### src/pio_consts.svh
// Constants for the parallel port block: register indices, reset values, widths.
// Assumes inclusion by bare name from the design modules and the testbench.
`ifndef PIO_CONSTS_SVH
`define PIO_CONSTS_SVH

// Register indices; the AXI byte address is four times the index.
`define PIO_IDX_P0_LATCH 8'h00
`define PIO_IDX_P1_LATCH 8'h01
`define PIO_IDX_P2_LATCH 8'h02
`define PIO_IDX_P7_LATCH 8'h07
`define PIO_IDX_P0_DRIVE 8'h08
`define PIO_IDX_P1_DIR 8'h09
`define PIO_IDX_P0_PIN 8'h0B
`define PIO_IDX_P1_BITOP 8'h10

// Bit operation register fields: bit number and the value to place there.
`define PIO_BITOP_NUM_LSB 0
`define PIO_BITOP_VAL_BIT 3

// Reset values.
`define PIO_P0_LATCH_RST 8'hFF
`define PIO_P0_DRIVE_RST 8'h00
`define PIO_P1_LATCH_RST 8'h00
`define PIO_P1_DIR_RST 8'h00
`define PIO_HI_LATCH_RST 8'hFF
`define PIO_LO_LATCH_RST 8'h00

// Port widths for ports 2 to 7; ports 0 and 1 are eight bits.
`define PIO_P2_W 3
`define PIO_P5_W 5
`define PIO_FULL_W 8

// AXI responses.
`define PIO_RESP_OKAY 2'h0
`define PIO_RESP_SLVERR 2'h2

`endif

### src/pio_pkg.sv
// Types shared by the parallel port modules.
// Assumes nothing beyond a SystemVerilog compiler.
package pio_pkg;

  // Write sequence: address decode state, then the output update state.
  typedef enum logic [1:0] {
    PIO_WR_IDLE = 2'h0,
    PIO_WR_S1 = 2'h1,
    PIO_WR_S2 = 2'h3,
    PIO_WR_RESP = 2'h2
  } pio_wr_state_e;

  // Read sequence: the sample state, then the data phase.
  typedef enum logic [1:0] {
    PIO_RD_IDLE = 2'h0,
    PIO_RD_S1 = 2'h1,
    PIO_RD_RESP = 2'h3
  } pio_rd_state_e;

  typedef logic [7:0] pio_byte_t;

endpackage

### src/pio_port_if.sv
// Register-side connection between the bus front end and one port.
// Assumes one clock domain; strobes are single-cycle pulses.
`timescale 1ns/1ps
interface pio_port_if;
  logic wr_latch;
  logic wr_ctrl;
  pio_pkg::pio_byte_t wdata;
  pio_pkg::pio_byte_t latch;
  pio_pkg::pio_byte_t ctrl;
  pio_pkg::pio_byte_t readback;

  modport ctl (output wr_latch, output wr_ctrl, output wdata,
               input latch, input ctrl, input readback);
  modport port (input wr_latch, input wr_ctrl, input wdata,
                output latch, output ctrl, output readback);
endinterface

### src/pio_top.sv
// Parallel port block: AXI4-Lite register front end, ports 0 and 1 with their
// pin logic, and plain output latches for ports 2 to 7.
// Assumes pins and peripheral outputs are synchronous to aclk.
//
// Our own choice: the AXI4-Lite slave port.
`timescale 1ns/1ps
`include "pio_consts.svh"
module pio_top #(
  parameter int ADDR_W = 8
) (
  input wire logic aclk,
  input wire logic aresetn,
  input wire logic [ADDR_W-1:0] s_axi_awaddr,
  input wire logic [2:0] s_axi_awprot,
  input wire logic s_axi_awvalid,
  output logic s_axi_awready,
  input wire logic [31:0] s_axi_wdata,
  input wire logic [3:0] s_axi_wstrb,
  input wire logic s_axi_wvalid,
  output logic s_axi_wready,
  output logic [1:0] s_axi_bresp,
  output logic s_axi_bvalid,
  input wire logic s_axi_bready,
  input wire logic [ADDR_W-1:0] s_axi_araddr,
  input wire logic [2:0] s_axi_arprot,
  input wire logic s_axi_arvalid,
  output logic s_axi_arready,
  output logic [31:0] s_axi_rdata,
  output logic [1:0] s_axi_rresp,
  output logic s_axi_rvalid,
  input wire logic s_axi_rready,
  input wire logic [7:0] port0_pin_in,
  input wire logic [7:0] port0_periph_out,
  output logic [7:0] port0_pin_out,
  output logic [7:0] port0_pin_oe,
  input wire logic [7:0] port1_pin_in,
  input wire logic [7:0] port1_periph_out,
  output logic [7:0] port1_pin_out,
  output logic [7:0] port1_pin_oe,
  output logic [5:0][7:0] portx_out
);

  pio_port_if p0_if ();
  pio_port_if p1_if ();

  pio_pkg::pio_wr_state_e wstate_q;
  pio_pkg::pio_rd_state_e rstate_q;
  logic aw_have_q;
  logic w_have_q;
  logic [7:0] widx_q;
  logic [7:0] wdata_q;
  logic wlane_q;
  logic [1:0] bresp_q;
  logic [31:0] rdata_q;
  logic [1:0] rresp_q;
  logic [7:0] ridx;
  logic aw_hs;
  logic w_hs;
  logic ar_hs;
  logic do_wr;
  logic [7:0] bitop_val;
  logic [5:0][7:0] xlatch_q;

  // Register index from a byte address; low two bits select a byte lane only.
  function automatic logic [7:0] reg_idx(input logic [ADDR_W-1:0] addr);
    logic [31:0] wide;
    wide = 32'(addr);
    return wide[9:2];
  endfunction

  // Implemented bits of ports 2 to 7; unused upper bits stay zero.
  function automatic logic [7:0] port_mask(input int n);
    logic [7:0] m;
    m = 8'hFF;
    if (n == 2) begin
      m = 8'((1 << `PIO_P2_W) - 1);
    end else if (n == 5) begin
      m = 8'((1 << `PIO_P5_W) - 1);
    end
    return m;
  endfunction

  // Whether an index names a register that takes a write.
  function automatic logic wr_mapped(input logic [7:0] idx);
    return (idx <= `PIO_IDX_P7_LATCH) || (idx == `PIO_IDX_P0_DRIVE)
      || (idx == `PIO_IDX_P1_DIR) || (idx == `PIO_IDX_P1_BITOP);
  endfunction

  assign aw_hs = s_axi_awvalid && s_axi_awready;
  assign w_hs = s_axi_wvalid && s_axi_wready;
  assign ar_hs = s_axi_arvalid && s_axi_arready;
  // Address and data are taken in either order while no write is in progress.
  assign s_axi_awready = (wstate_q == pio_pkg::PIO_WR_IDLE) && !aw_have_q;
  assign s_axi_wready = (wstate_q == pio_pkg::PIO_WR_IDLE) && !w_have_q;
  assign s_axi_bvalid = (wstate_q == pio_pkg::PIO_WR_RESP);
  assign s_axi_bresp = bresp_q;
  assign s_axi_arready = (rstate_q == pio_pkg::PIO_RD_IDLE);
  assign s_axi_rvalid = (rstate_q == pio_pkg::PIO_RD_RESP);
  assign s_axi_rdata = rdata_q;
  assign s_axi_rresp = rresp_q;

  // Write address holding.
  always_ff @(posedge aclk) begin
    if (!aresetn) begin
      aw_have_q <= 1'b0;
      widx_q <= 8'h00;
    end else if (aw_hs) begin
      aw_have_q <= 1'b1;
      widx_q <= reg_idx(s_axi_awaddr);
    end else if (wstate_q == pio_pkg::PIO_WR_S1) begin
      aw_have_q <= 1'b0;
    end
  end

  // Write data holding; only byte lane 0 carries register bits.
  always_ff @(posedge aclk) begin
    if (!aresetn) begin
      w_have_q <= 1'b0;
      wdata_q <= 8'h00;
      wlane_q <= 1'b0;
    end else if (w_hs) begin
      w_have_q <= 1'b1;
      wdata_q <= s_axi_wdata[7:0];
      wlane_q <= s_axi_wstrb[0];
    end else if (wstate_q == pio_pkg::PIO_WR_S1) begin
      w_have_q <= 1'b0;
    end
  end

  // Write sequence: decode in S1, outputs change in S2, then the response.
  always_ff @(posedge aclk) begin
    if (!aresetn) begin
      wstate_q <= pio_pkg::PIO_WR_IDLE;
      bresp_q <= `PIO_RESP_OKAY;
    end else begin
      unique case (wstate_q)
        pio_pkg::PIO_WR_IDLE: begin
          if ((aw_have_q || aw_hs) && (w_have_q || w_hs)) begin
            wstate_q <= pio_pkg::PIO_WR_S1;
          end
        end
        pio_pkg::PIO_WR_S1: begin
          bresp_q <= wr_mapped(widx_q) ? `PIO_RESP_OKAY : `PIO_RESP_SLVERR;
          wstate_q <= pio_pkg::PIO_WR_S2;
        end
        pio_pkg::PIO_WR_S2: begin
          wstate_q <= pio_pkg::PIO_WR_RESP;
        end
        pio_pkg::PIO_WR_RESP: begin
          if (s_axi_bready) begin
            wstate_q <= pio_pkg::PIO_WR_IDLE;
          end
        end
      endcase
    end
  end

  // Register strobes fire only in the S2 state; a cleared lane 0 writes nothing.
  assign do_wr = (wstate_q == pio_pkg::PIO_WR_S2) && wlane_q;
  // Bit operation reads the mixed view first, so input bits copy their pins.
  always_comb begin
    bitop_val = p1_if.readback;
    bitop_val[wdata_q[`PIO_BITOP_NUM_LSB +: 3]] = wdata_q[`PIO_BITOP_VAL_BIT];
  end
  assign p0_if.wr_latch = do_wr && (widx_q == `PIO_IDX_P0_LATCH);
  assign p0_if.wr_ctrl = do_wr && (widx_q == `PIO_IDX_P0_DRIVE);
  assign p0_if.wdata = wdata_q;
  assign p1_if.wr_latch = do_wr && ((widx_q == `PIO_IDX_P1_LATCH)
    || (widx_q == `PIO_IDX_P1_BITOP));
  assign p1_if.wr_ctrl = do_wr && (widx_q == `PIO_IDX_P1_DIR);
  assign p1_if.wdata = (widx_q == `PIO_IDX_P1_BITOP) ? bitop_val : wdata_q;

  // Plain output latches of ports 2 to 7; ports 2 to 5 reset high, 6 and 7 low.
  always_ff @(posedge aclk) begin
    for (int n = 2; n < 8; n++) begin
      if (!aresetn) begin
        xlatch_q[n-2] <= (n < 6) ? (`PIO_HI_LATCH_RST & port_mask(n)) : `PIO_LO_LATCH_RST;
      end else if (do_wr && (widx_q == 8'(n))) begin
        xlatch_q[n-2] <= wdata_q & port_mask(n);
      end
    end
  end
  assign portx_out = xlatch_q;

  assign ridx = reg_idx(s_axi_araddr);

  // Read sequence: the register view, pins included, is captured in S1.
  always_ff @(posedge aclk) begin
    if (!aresetn) begin
      rstate_q <= pio_pkg::PIO_RD_IDLE;
      rdata_q <= 32'h0000_0000;
      rresp_q <= `PIO_RESP_OKAY;
    end else begin
      unique case (rstate_q)
        pio_pkg::PIO_RD_IDLE: begin
          if (ar_hs) begin
            rstate_q <= pio_pkg::PIO_RD_S1;
            rdata_q[15:8] <= ridx;
          end
        end
        pio_pkg::PIO_RD_S1: begin
          rstate_q <= pio_pkg::PIO_RD_RESP;
          rresp_q <= `PIO_RESP_OKAY;
          rdata_q <= 32'h0000_0000;
          if (rdata_q[15:8] == `PIO_IDX_P0_LATCH) begin
            rdata_q[7:0] <= p0_if.latch;
          end else if (rdata_q[15:8] == `PIO_IDX_P0_PIN) begin
            rdata_q[7:0] <= p0_if.readback;
          end else if (rdata_q[15:8] == `PIO_IDX_P1_LATCH) begin
            rdata_q[7:0] <= p1_if.readback;
          end else if (rdata_q[15:8] == `PIO_IDX_P0_DRIVE) begin
            rdata_q[7:0] <= p0_if.ctrl;
          end else if (rdata_q[15:8] == `PIO_IDX_P1_DIR) begin
            rdata_q[7:0] <= p1_if.ctrl;
          end else if ((rdata_q[15:8] >= `PIO_IDX_P2_LATCH)
                       && (rdata_q[15:8] <= `PIO_IDX_P7_LATCH)) begin
            rdata_q[7:0] <= xlatch_q[3'(rdata_q[15:8] - `PIO_IDX_P2_LATCH)];
          end else begin
            rresp_q <= `PIO_RESP_SLVERR;
          end
        end
        pio_pkg::PIO_RD_RESP: begin
          if (s_axi_rready) begin
            rstate_q <= pio_pkg::PIO_RD_IDLE;
          end
        end
        default: begin
          rstate_q <= pio_pkg::PIO_RD_IDLE;
        end
      endcase
    end
  end

  pio_port0 u_port0 (
    .aclk(aclk),
    .aresetn(aresetn),
    .bus(p0_if.port),
    .pin_in(port0_pin_in),
    .periph_out(port0_periph_out),
    .pin_out(port0_pin_out),
    .pin_oe(port0_pin_oe)
  );

  pio_port1 u_port1 (
    .aclk(aclk),
    .aresetn(aresetn),
    .bus(p1_if.port),
    .pin_in(port1_pin_in),
    .periph_out(port1_periph_out),
    .pin_out(port1_pin_out),
    .pin_oe(port1_pin_oe)
  );

  // Outputs change only at the edge that ends S2.
  out_after_s2_a: assert property (@(posedge aclk) disable iff (!aresetn)
    $changed(p0_if.latch) |-> $past(wstate_q) == pio_pkg::PIO_WR_S2)
    else $error("port 0 latch changed outside S2");
  pin_sample_a: assert property (@(posedge aclk) disable iff (!aresetn)
    (rstate_q == pio_pkg::PIO_RD_S1) && (rdata_q[15:8] == `PIO_IDX_P0_PIN)
      |=> s_axi_rvalid && (s_axi_rdata[7:0] == $past(port0_pin_in)))
    else $error("pin read not sampled in S1");
  bitop_copy_a: assert property (@(posedge aclk) disable iff (!aresetn)
    do_wr && (widx_q == `PIO_IDX_P1_BITOP)
      |=> ((p1_if.latch & ~$past(p1_if.ctrl) & ~(8'h01 << $past(wdata_q[2:0])))
        == ($past(port1_pin_in) & ~$past(p1_if.ctrl) & ~(8'h01 << $past(wdata_q[2:0]))))
        && (((p1_if.latch >> $past(wdata_q[2:0])) & 8'h01)
          == {7'h00, $past(wdata_q[3])}))
    else $error("bit operation did not copy input pins");
  port2_width_a: assert property (@(posedge aclk) disable iff (!aresetn)
    (xlatch_q[0][7:3] == 5'h00) && (xlatch_q[3][7:5] == 3'h0))
    else $error("narrow port holds bits above its width");
  wr_seq_a: assert property (@(posedge aclk) disable iff (!aresetn)
    (wstate_q == pio_pkg::PIO_WR_S1) |=> (wstate_q == pio_pkg::PIO_WR_S2)
      ##1 s_axi_bvalid)
    else $error("write response not two cycles after S1");
  bvalid_hold_a: assert property (@(posedge aclk) disable iff (!aresetn)
    s_axi_bvalid && !s_axi_bready |=> s_axi_bvalid && $stable(s_axi_bresp))
    else $error("write response dropped before bready");
  wr_cov_c: cover property (@(posedge aclk) disable iff (!aresetn)
    p0_if.wr_ctrl ##[1:20] p0_if.wr_latch);
  rd_cov_c: cover property (@(posedge aclk) disable iff (!aresetn)
    s_axi_rvalid && s_axi_rready && (s_axi_rresp == `PIO_RESP_OKAY));
  bitop_cov_c: cover property (@(posedge aclk) disable iff (!aresetn)
    do_wr && (widx_q == `PIO_IDX_P1_BITOP) && (p1_if.ctrl != 8'hFF));
endmodule

### src/pio_port0.sv
// Port 0: output latch, per-bit open-drain or push-pull drive, live pin readback.
// Assumes pins are synchronous to aclk and peripheral outputs idle high.
`timescale 1ns/1ps
`include "pio_consts.svh"
module pio_port0 (
  input wire logic aclk,
  input wire logic aresetn,
  pio_port_if.port bus,
  input wire logic [7:0] pin_in,
  input wire logic [7:0] periph_out,
  output logic [7:0] pin_out,
  output logic [7:0] pin_oe
);

  logic [7:0] latch_q;
  logic [7:0] drive_q;
  logic [7:0] level;

  // Output latch; holds the driven value between writes.
  always_ff @(posedge aclk) begin
    if (!aresetn) begin
      latch_q <= `PIO_P0_LATCH_RST;
    end else if (bus.wr_latch) begin
      latch_q <= bus.wdata;
    end
  end

  // Drive-type control, cleared to open drain at reset.
  always_ff @(posedge aclk) begin
    if (!aresetn) begin
      drive_q <= `PIO_P0_DRIVE_RST;
    end else if (bus.wr_ctrl) begin
      drive_q <= bus.wdata;
    end
  end

  // A shared peripheral can only pull a bit low when its latch is one.
  assign level = latch_q & periph_out;
  assign pin_out = level;
  // Open drain only enables the driver while sinking, so a latched one floats.
  assign pin_oe = drive_q | ~level;
  assign bus.latch = latch_q;
  assign bus.ctrl = drive_q;
  // Pins are not latched: the value is taken at the moment of the read.
  assign bus.readback = pin_in;

  // A drive-type write must show on the enables at once: open-drain bits only sink.
  open_drain_a: assert property (@(posedge aclk) disable iff (!aresetn)
    bus.wr_ctrl |=> ((pin_oe & ~$past(bus.wdata) & pin_out) == 8'h00)
      && ((pin_oe & $past(bus.wdata)) == $past(bus.wdata)))
    else $error("open-drain bit drives high");
  p0_reset_a: assert property (@(posedge aclk)
    !aresetn |=> (latch_q == 8'hFF) && (drive_q == 8'h00))
    else $error("port 0 reset values wrong");
  p0_float_a: assert property (@(posedge aclk) disable iff (!aresetn)
    bus.wr_latch && bus.wr_ctrl == 1'b0 && (bus.wdata == 8'hFF)
      && (periph_out == 8'hFF) |=> (pin_oe == drive_q))
    else $error("open-drain port with latch ones still drives");
endmodule

### src/pio_port1.sv
// Port 1: output latch, per-bit direction, mixed latch/pin readback.
// Assumes pins are synchronous to aclk and peripheral outputs idle high.
`timescale 1ns/1ps
`include "pio_consts.svh"
module pio_port1 (
  input wire logic aclk,
  input wire logic aresetn,
  pio_port_if.port bus,
  input wire logic [7:0] pin_in,
  input wire logic [7:0] periph_out,
  output logic [7:0] pin_out,
  output logic [7:0] pin_oe
);

  logic [7:0] latch_q;
  logic [7:0] dir_q;

  // Output latch, cleared at reset.
  always_ff @(posedge aclk) begin
    if (!aresetn) begin
      latch_q <= `PIO_P1_LATCH_RST;
    end else if (bus.wr_latch) begin
      latch_q <= bus.wdata;
    end
  end

  // Direction control; zero at reset leaves every pin an input.
  always_ff @(posedge aclk) begin
    if (!aresetn) begin
      dir_q <= `PIO_P1_DIR_RST;
    end else if (bus.wr_ctrl) begin
      dir_q <= bus.wdata;
    end
  end

  // A latched zero forces low; a latched one passes the timer or divider output.
  assign pin_out = latch_q & periph_out;
  assign pin_oe = dir_q;
  assign bus.latch = latch_q;
  assign bus.ctrl = dir_q;
  // Output bits read their latch, input bits read the live pin.
  assign bus.readback = (dir_q & latch_q) | (~dir_q & pin_in);

  p1_dir_a: assert property (@(posedge aclk) disable iff (!aresetn)
    bus.wr_ctrl |=> pin_oe == $past(bus.wdata))
    else $error("direction write not reflected on enables");
  p1_zero_a: assert property (@(posedge aclk) disable iff (!aresetn)
    bus.wr_latch |=> ((pin_out & ~$past(bus.wdata)) == 8'h00))
    else $error("output bit with latch zero drives high");
  p1_reset_a: assert property (@(posedge aclk)
    !aresetn |=> (pin_oe == 8'h00) && (latch_q == 8'h00))
    else $error("port 1 reset values wrong");
endmodule

### config.mk
export PLATFORM = sky130hd
export DESIGN_NAME = pio_top
export DESIGN_NICKNAME = d
export VERILOG_FILES = /design/src/pio_pkg.sv /design/src/pio_port_if.sv /design/src/pio_top.sv /design/src/pio_port0.sv /design/src/pio_port1.sv
export VERILOG_INCLUDE_DIRS = /design/src /design/src/src
export SDC_FILE = /design/constraint.sdc
export NUM_CORES = 1
export LEC_CHECK = 0
export BUFFER_PORTS_ARGS = -buffer_cell sky130_fd_sc_hd__buf_2
export CAP_MARGIN = 30
export CORE_AREA = 2 2 104 106
export CTS_BUF_LIST = sky130_fd_sc_hd__clkbuf_8
export DETAILED_ROUTE_END_ITERATION = 8
export DIE_AREA = 0 0 106 108
export GPL_ROUTABILITY_DRIVEN = 1
export PLACE_DENSITY = 0.87
export REMOVE_ABC_BUFFERS = 1
export SYNTH_ARGS = -nofsm -noshare
export SYNTH_HDL_FRONTEND = slang
export SYNTH_SLANG_ARGS = --single-unit
### constraint.sdc
create_clock -name aclk -period 2.7 [get_ports aclk]
set_input_delay 0.54 -clock aclk [delete_from_list [all_inputs] [get_ports aclk]]
set_output_delay 0.54 -clock aclk [all_outputs]
set_load 0.02 [all_outputs]
==> results.rst <==
.. list-table::
   :header-rows: 1

   * - Metric
     - Value
   * - Max VDD drop
     - 0.327 mV
   * - Wire length of the first global-routing pass
     - about 24 mm
   * - Full die area
     - ~0.011 mm²
   * - DR vias
     - approximately 5,200
   * - Arrival time worst endpoint
     - 2.37 ns
   * - Critical Path Sink Type
     - flip-flop
   * - Yosys top cell area share
     - 39.3%
   * - Average wire per cell in the routed design
     - about 17 µm
   * - Post-Place Cells
     - 898
   * - DRC Markers
     - 0
   * - Number of antenna diodes
     - 0
   * - Min-Delay Path Class
     - input pin to flip-flop
   * - Sequential cell area fraction in the yosys report
     - around two fifths
   * - Grt ovf
     - 0
   * - Largest fanout of any net on the critical path
     - 22
   * - Total Negative Setup Slacks
     - 0 ns
   * - Pin count of the biggest net entering global routing
     - 47
   * - Internal Dissipation
     - 2.31 mW
   * - Startpoint-to-endpoint class of the critical path
     - flip-flop to flip-flop
   * - Number of global-route vias before repair
     - between 4,000 and 5,000
   * - DP HPWL
     - roughly 11 mm
   * - Port-buffer cells
     - roughly 150
   * - Vias per inst
     - 5.65
   * - Clock-pin slew on the worst setup and hold paths
     - roughly 0.11 ns
   * - Number of antenna violations at the first check in global routing
     - 0
   * - Clk Tree Root Cell
     - sky130_fd_sc_hd__clkbuf_8
   * - Max_cap viols
     - 0
   * - Total power divided by cell area
     - ~520 mW/mm²
   * - Status
     - finished, final reports clean
   * - DRT Pass-1 Iters
     - 5
   * - CTS buffer count
     - 9
   * - Clock network fraction of design power
     - between 30 and 40%
   * - Final clock skew
     - 0.0127 ns
   * - Number of buffers between clock root and the deepest sink
     - 2
   * - Last weighted congestion value of the routability-driven placer
     - roughly 0.84
   * - Required time reported for the critical path endpoint
     - 2.96 ns
   * - IO Count
     - roughly 220
   * - Proportion of layout cells with a drive suffix above 1
     - about 27%
   * - Number of placement rows
     - 37
   * - Die Height
     - 108 µm
   * - Core area
     - about 0.01 mm²
   * - Overall routed net length
     - roughly 15 mm
   * - Cell area after technology mapping
     - 0.00555 mm²
   * - Clock tree from TritonCTS
     - done
   * - Reported net switching power
     - slightly above 1 mW
   * - Average size of a mapped cell
     - 8.61 µm²
   * - Count of flip-flops with a built-in enable after synthesis
     - 0
   * - Cell types occupying the most area after synthesis
     - sky130_fd_sc_hd__dfxtp_1 39%, sky130_fd_sc_hd__mux2i_1 11%, sky130_fd_sc_hd__nand2_1 6.7%
   * - Storage element area
     - around 0.0022 mm²
   * - Setup-failing EPs final
     - 0
   * - Maximum clock frequency
     - about 0.47 GHz
   * - Critical Path Source Type
     - flip-flop
   * - Static power due to leakage
     - roughly 2.7 nW
   * - Async S/R FF share, synth
     - 0%
   * - Final #Nets
     - 870
   * - Layout fillers
     - 919
   * - Slew of the pin with the lowest slew margin
     - roughly 0.64 ns
   * - Count of distinct cell types in the synthesized netlist
     - 64
   * - Number of instances in the synthesized netlist
     - between 600 and 700
   * - Synthesis-to-layout area growth
     - 16.5%
   * - Initial drt markers
     - approximately 400
   * - Cell chain of the critical path
     - buf_4, nor2b_1, nand2_1, a32oi_1, o221ai_1, a32o_1
   * - Hold_buf cts
     - 0
   * - Sequential power share
     - 52.0%
   * - Cell taking the most area after synthesis
     - sky130_fd_sc_hd__dfxtp_1
   * - GR Util All Layers
     - 26.3%
   * - Setup repair after global routing missed its margin
     - no
   * - Final max-slew violation count
     - 0
   * - # clock sinks
     - roughly 110
   * - Number of H-tree branching levels
     - 3
   * - Pwr Total
     - ~3.3 mW
   * - Number of warning messages in the yosys log
     - 0
   * - Peak per-stage delay on the critical path
     - 0.50 ns
   * - Combinational power share
     - between 10% and 20%
   * - Worst rel slew slack
     - between 50% and 60%
   * - Ratio of final minimum period to clock period
     - between 70% and 80%
   * - DIE WIDTH
     - 106 µm
   * - CTS resizes
     - 0
   * - Time the final worst path needs with I/O delays and setup
     - around 2.1 ns
   * - Post-Layout Cell Count
     - 914
   * - Synth Register Bits
     - approximately 110
   * - Number of setup buffers added after CTS
     - 0
   * - Final antenna-violating net count
     - 0
   * - Sw Share
     - between 30% and 40%
   * - Master of the slowest instance on the critical path
     - sky130_fd_sc_hd__dfxtp_1
   * - Clock latency of the later-clocked register in the worst-skew pair
     - between 0.3 and 0.4 ns
   * - Final hold violation count
     - 0
   * - Multi-input logic area
     - slightly above 0.003 mm²
   * - Leading register cell type out of synthesis
     - sky130_fd_sc_hd__dfxtp_1
   * - Effective utilization at floorplan
     - between 50 and 60%
-- critical path, delay by kind of cell (launching register included) --
family / cells / cell delay [ns]
AOI/OAI and AO/OA: 3 / 0.72
buffers and inverters: 1 / 0.33
DFF: 1 / 0.50
and+or+nand+nor: 2 / 0.46
-- synthesized netlist by cell type (9+ instances only) --
master,count
sky130_fd_sc_hd__a21oi_1,38
sky130_fd_sc_hd__and2_1,20
sky130_fd_sc_hd__buf_2,11
sky130_fd_sc_hd__buf_4,28
sky130_fd_sc_hd__clkbuf_1,28
sky130_fd_sc_hd__dfxtp_1,109
sky130_fd_sc_hd__inv_1,10
sky130_fd_sc_hd__mux2_2,9
sky130_fd_sc_hd__mux2i_1,62
sky130_fd_sc_hd__nand2_1,99
sky130_fd_sc_hd__nand2b_1,19
sky130_fd_sc_hd__nand3_1,21
sky130_fd_sc_hd__nor2_1,53
sky130_fd_sc_hd__o21ai_0,14
-- cell families after synthesis --
group / Yosys count / share of synthesized area, %
AOI/OAI and AO/OA: 118 / 14.9
muxes: 74 / 14.2
other: 1 / 0.0676
DFF: 109 / 39.3
and+or+nand+nor: 261 / 23.3
buffers and inverters: 81 / 8.12
-- worst paths after layout --
path                                     start             end  slack (ns)  cells after the start
worst min register to register  s_axi_rresp[1]  s_axi_rresp[1]        0.47                      2
worst max register to register  s_axi_rdata[9]  s_axi_rdata[2]        0.59                      6
worst min-delay path            s_axi_wdata[4]  p0_if.wdata[4]        0.39                      3
worst max-delay path            s_axi_rdata[9]  s_axi_rdata[2]        0.59                      6
-- layer usage --
layer | part of all wire (%) | routed length (µm) | vias up | track usage (%)
li1 | - | - | 2462 | -
met1 | 42 | 6380 | 2415 | 35.0
met2 | 47 | 7240 | 253 | 43.5
met3 | 8.1 | 1240 | 38 | 4.94
met4 | 2.9 | 448 | 0 | 8.74
met5 | 0 | 0 | - | 0
-- sequential cells by signal, indices dropped and copies added (netlist names) --
register	flops
aw_have_q	1
p0_if.wdata	8
portx_out	40
rstate_q	2
s_axi_bresp	1
s_axi_rdata	14
s_axi_rresp	1
u_port0.bus.ctrl	8
u_port0.bus.latch	8
u_port1.bus.ctrl	8
u_port1.bus.latch	8
w_have_q	1
widx_q	6
wlane_q	1
wstate_q	2
-- power groups by stage --
stage          Sequential [mW]  Clock (mW)  Combinational [mW]
6_report                  1.74        1.03               0.569
4_1_cts                   1.73        1.03               0.563
5_1_grt                   1.75        1.10               0.620
2_1_floorplan             1.78           0               0.339
3_3_place_gp              1.77           0               0.551
3_5_place_dp              1.77           0               0.561
-- stage by stage --
stage          hold WS, ns  utilization, %  cell area (µm²)  setup WS, ns
2_1_floorplan        0.438               -             5240         0.423
3_3_place_gp         0.451            61.1             6250         0.727
3_5_place_dp         0.460            61.1             6250         0.662
4_1_cts              0.391            63.1             6460         0.641
5_1_grt              0.400            63.1             6460         0.453
6_report             0.393            63.1             6460         0.593
-- final cells by class --
| class | count | share of cell area [%] |
|---|---|---|
| Tap cell | 136 | 2.63 |
| Multi-Input combinational cell | 481 | 46.7 |
| Clock inverter | 7 | 1.28 |
| Timing Repair Buffer | 162 | 13.1 |
| Sequential cell | 109 | 33.8 |
| Clock buffer | 9 | 1.92 |
| Inverter | 10 | 0.581 |
-- placed cells by master (no fill, tap or decap), drive strengths merged, types with 9 or more instances in the layout --
cell	n
o21ai	14
a211oi	9
conb	28
inv	13
clkbuf	9
buf	162
nand3	21
and2	21
mux2	9
mux2i	62
nand2	99
nand2b	19
a21oi	38
nor2	59
dfxtp	109
Note: power is estimated with default switching activity, not from simulation.
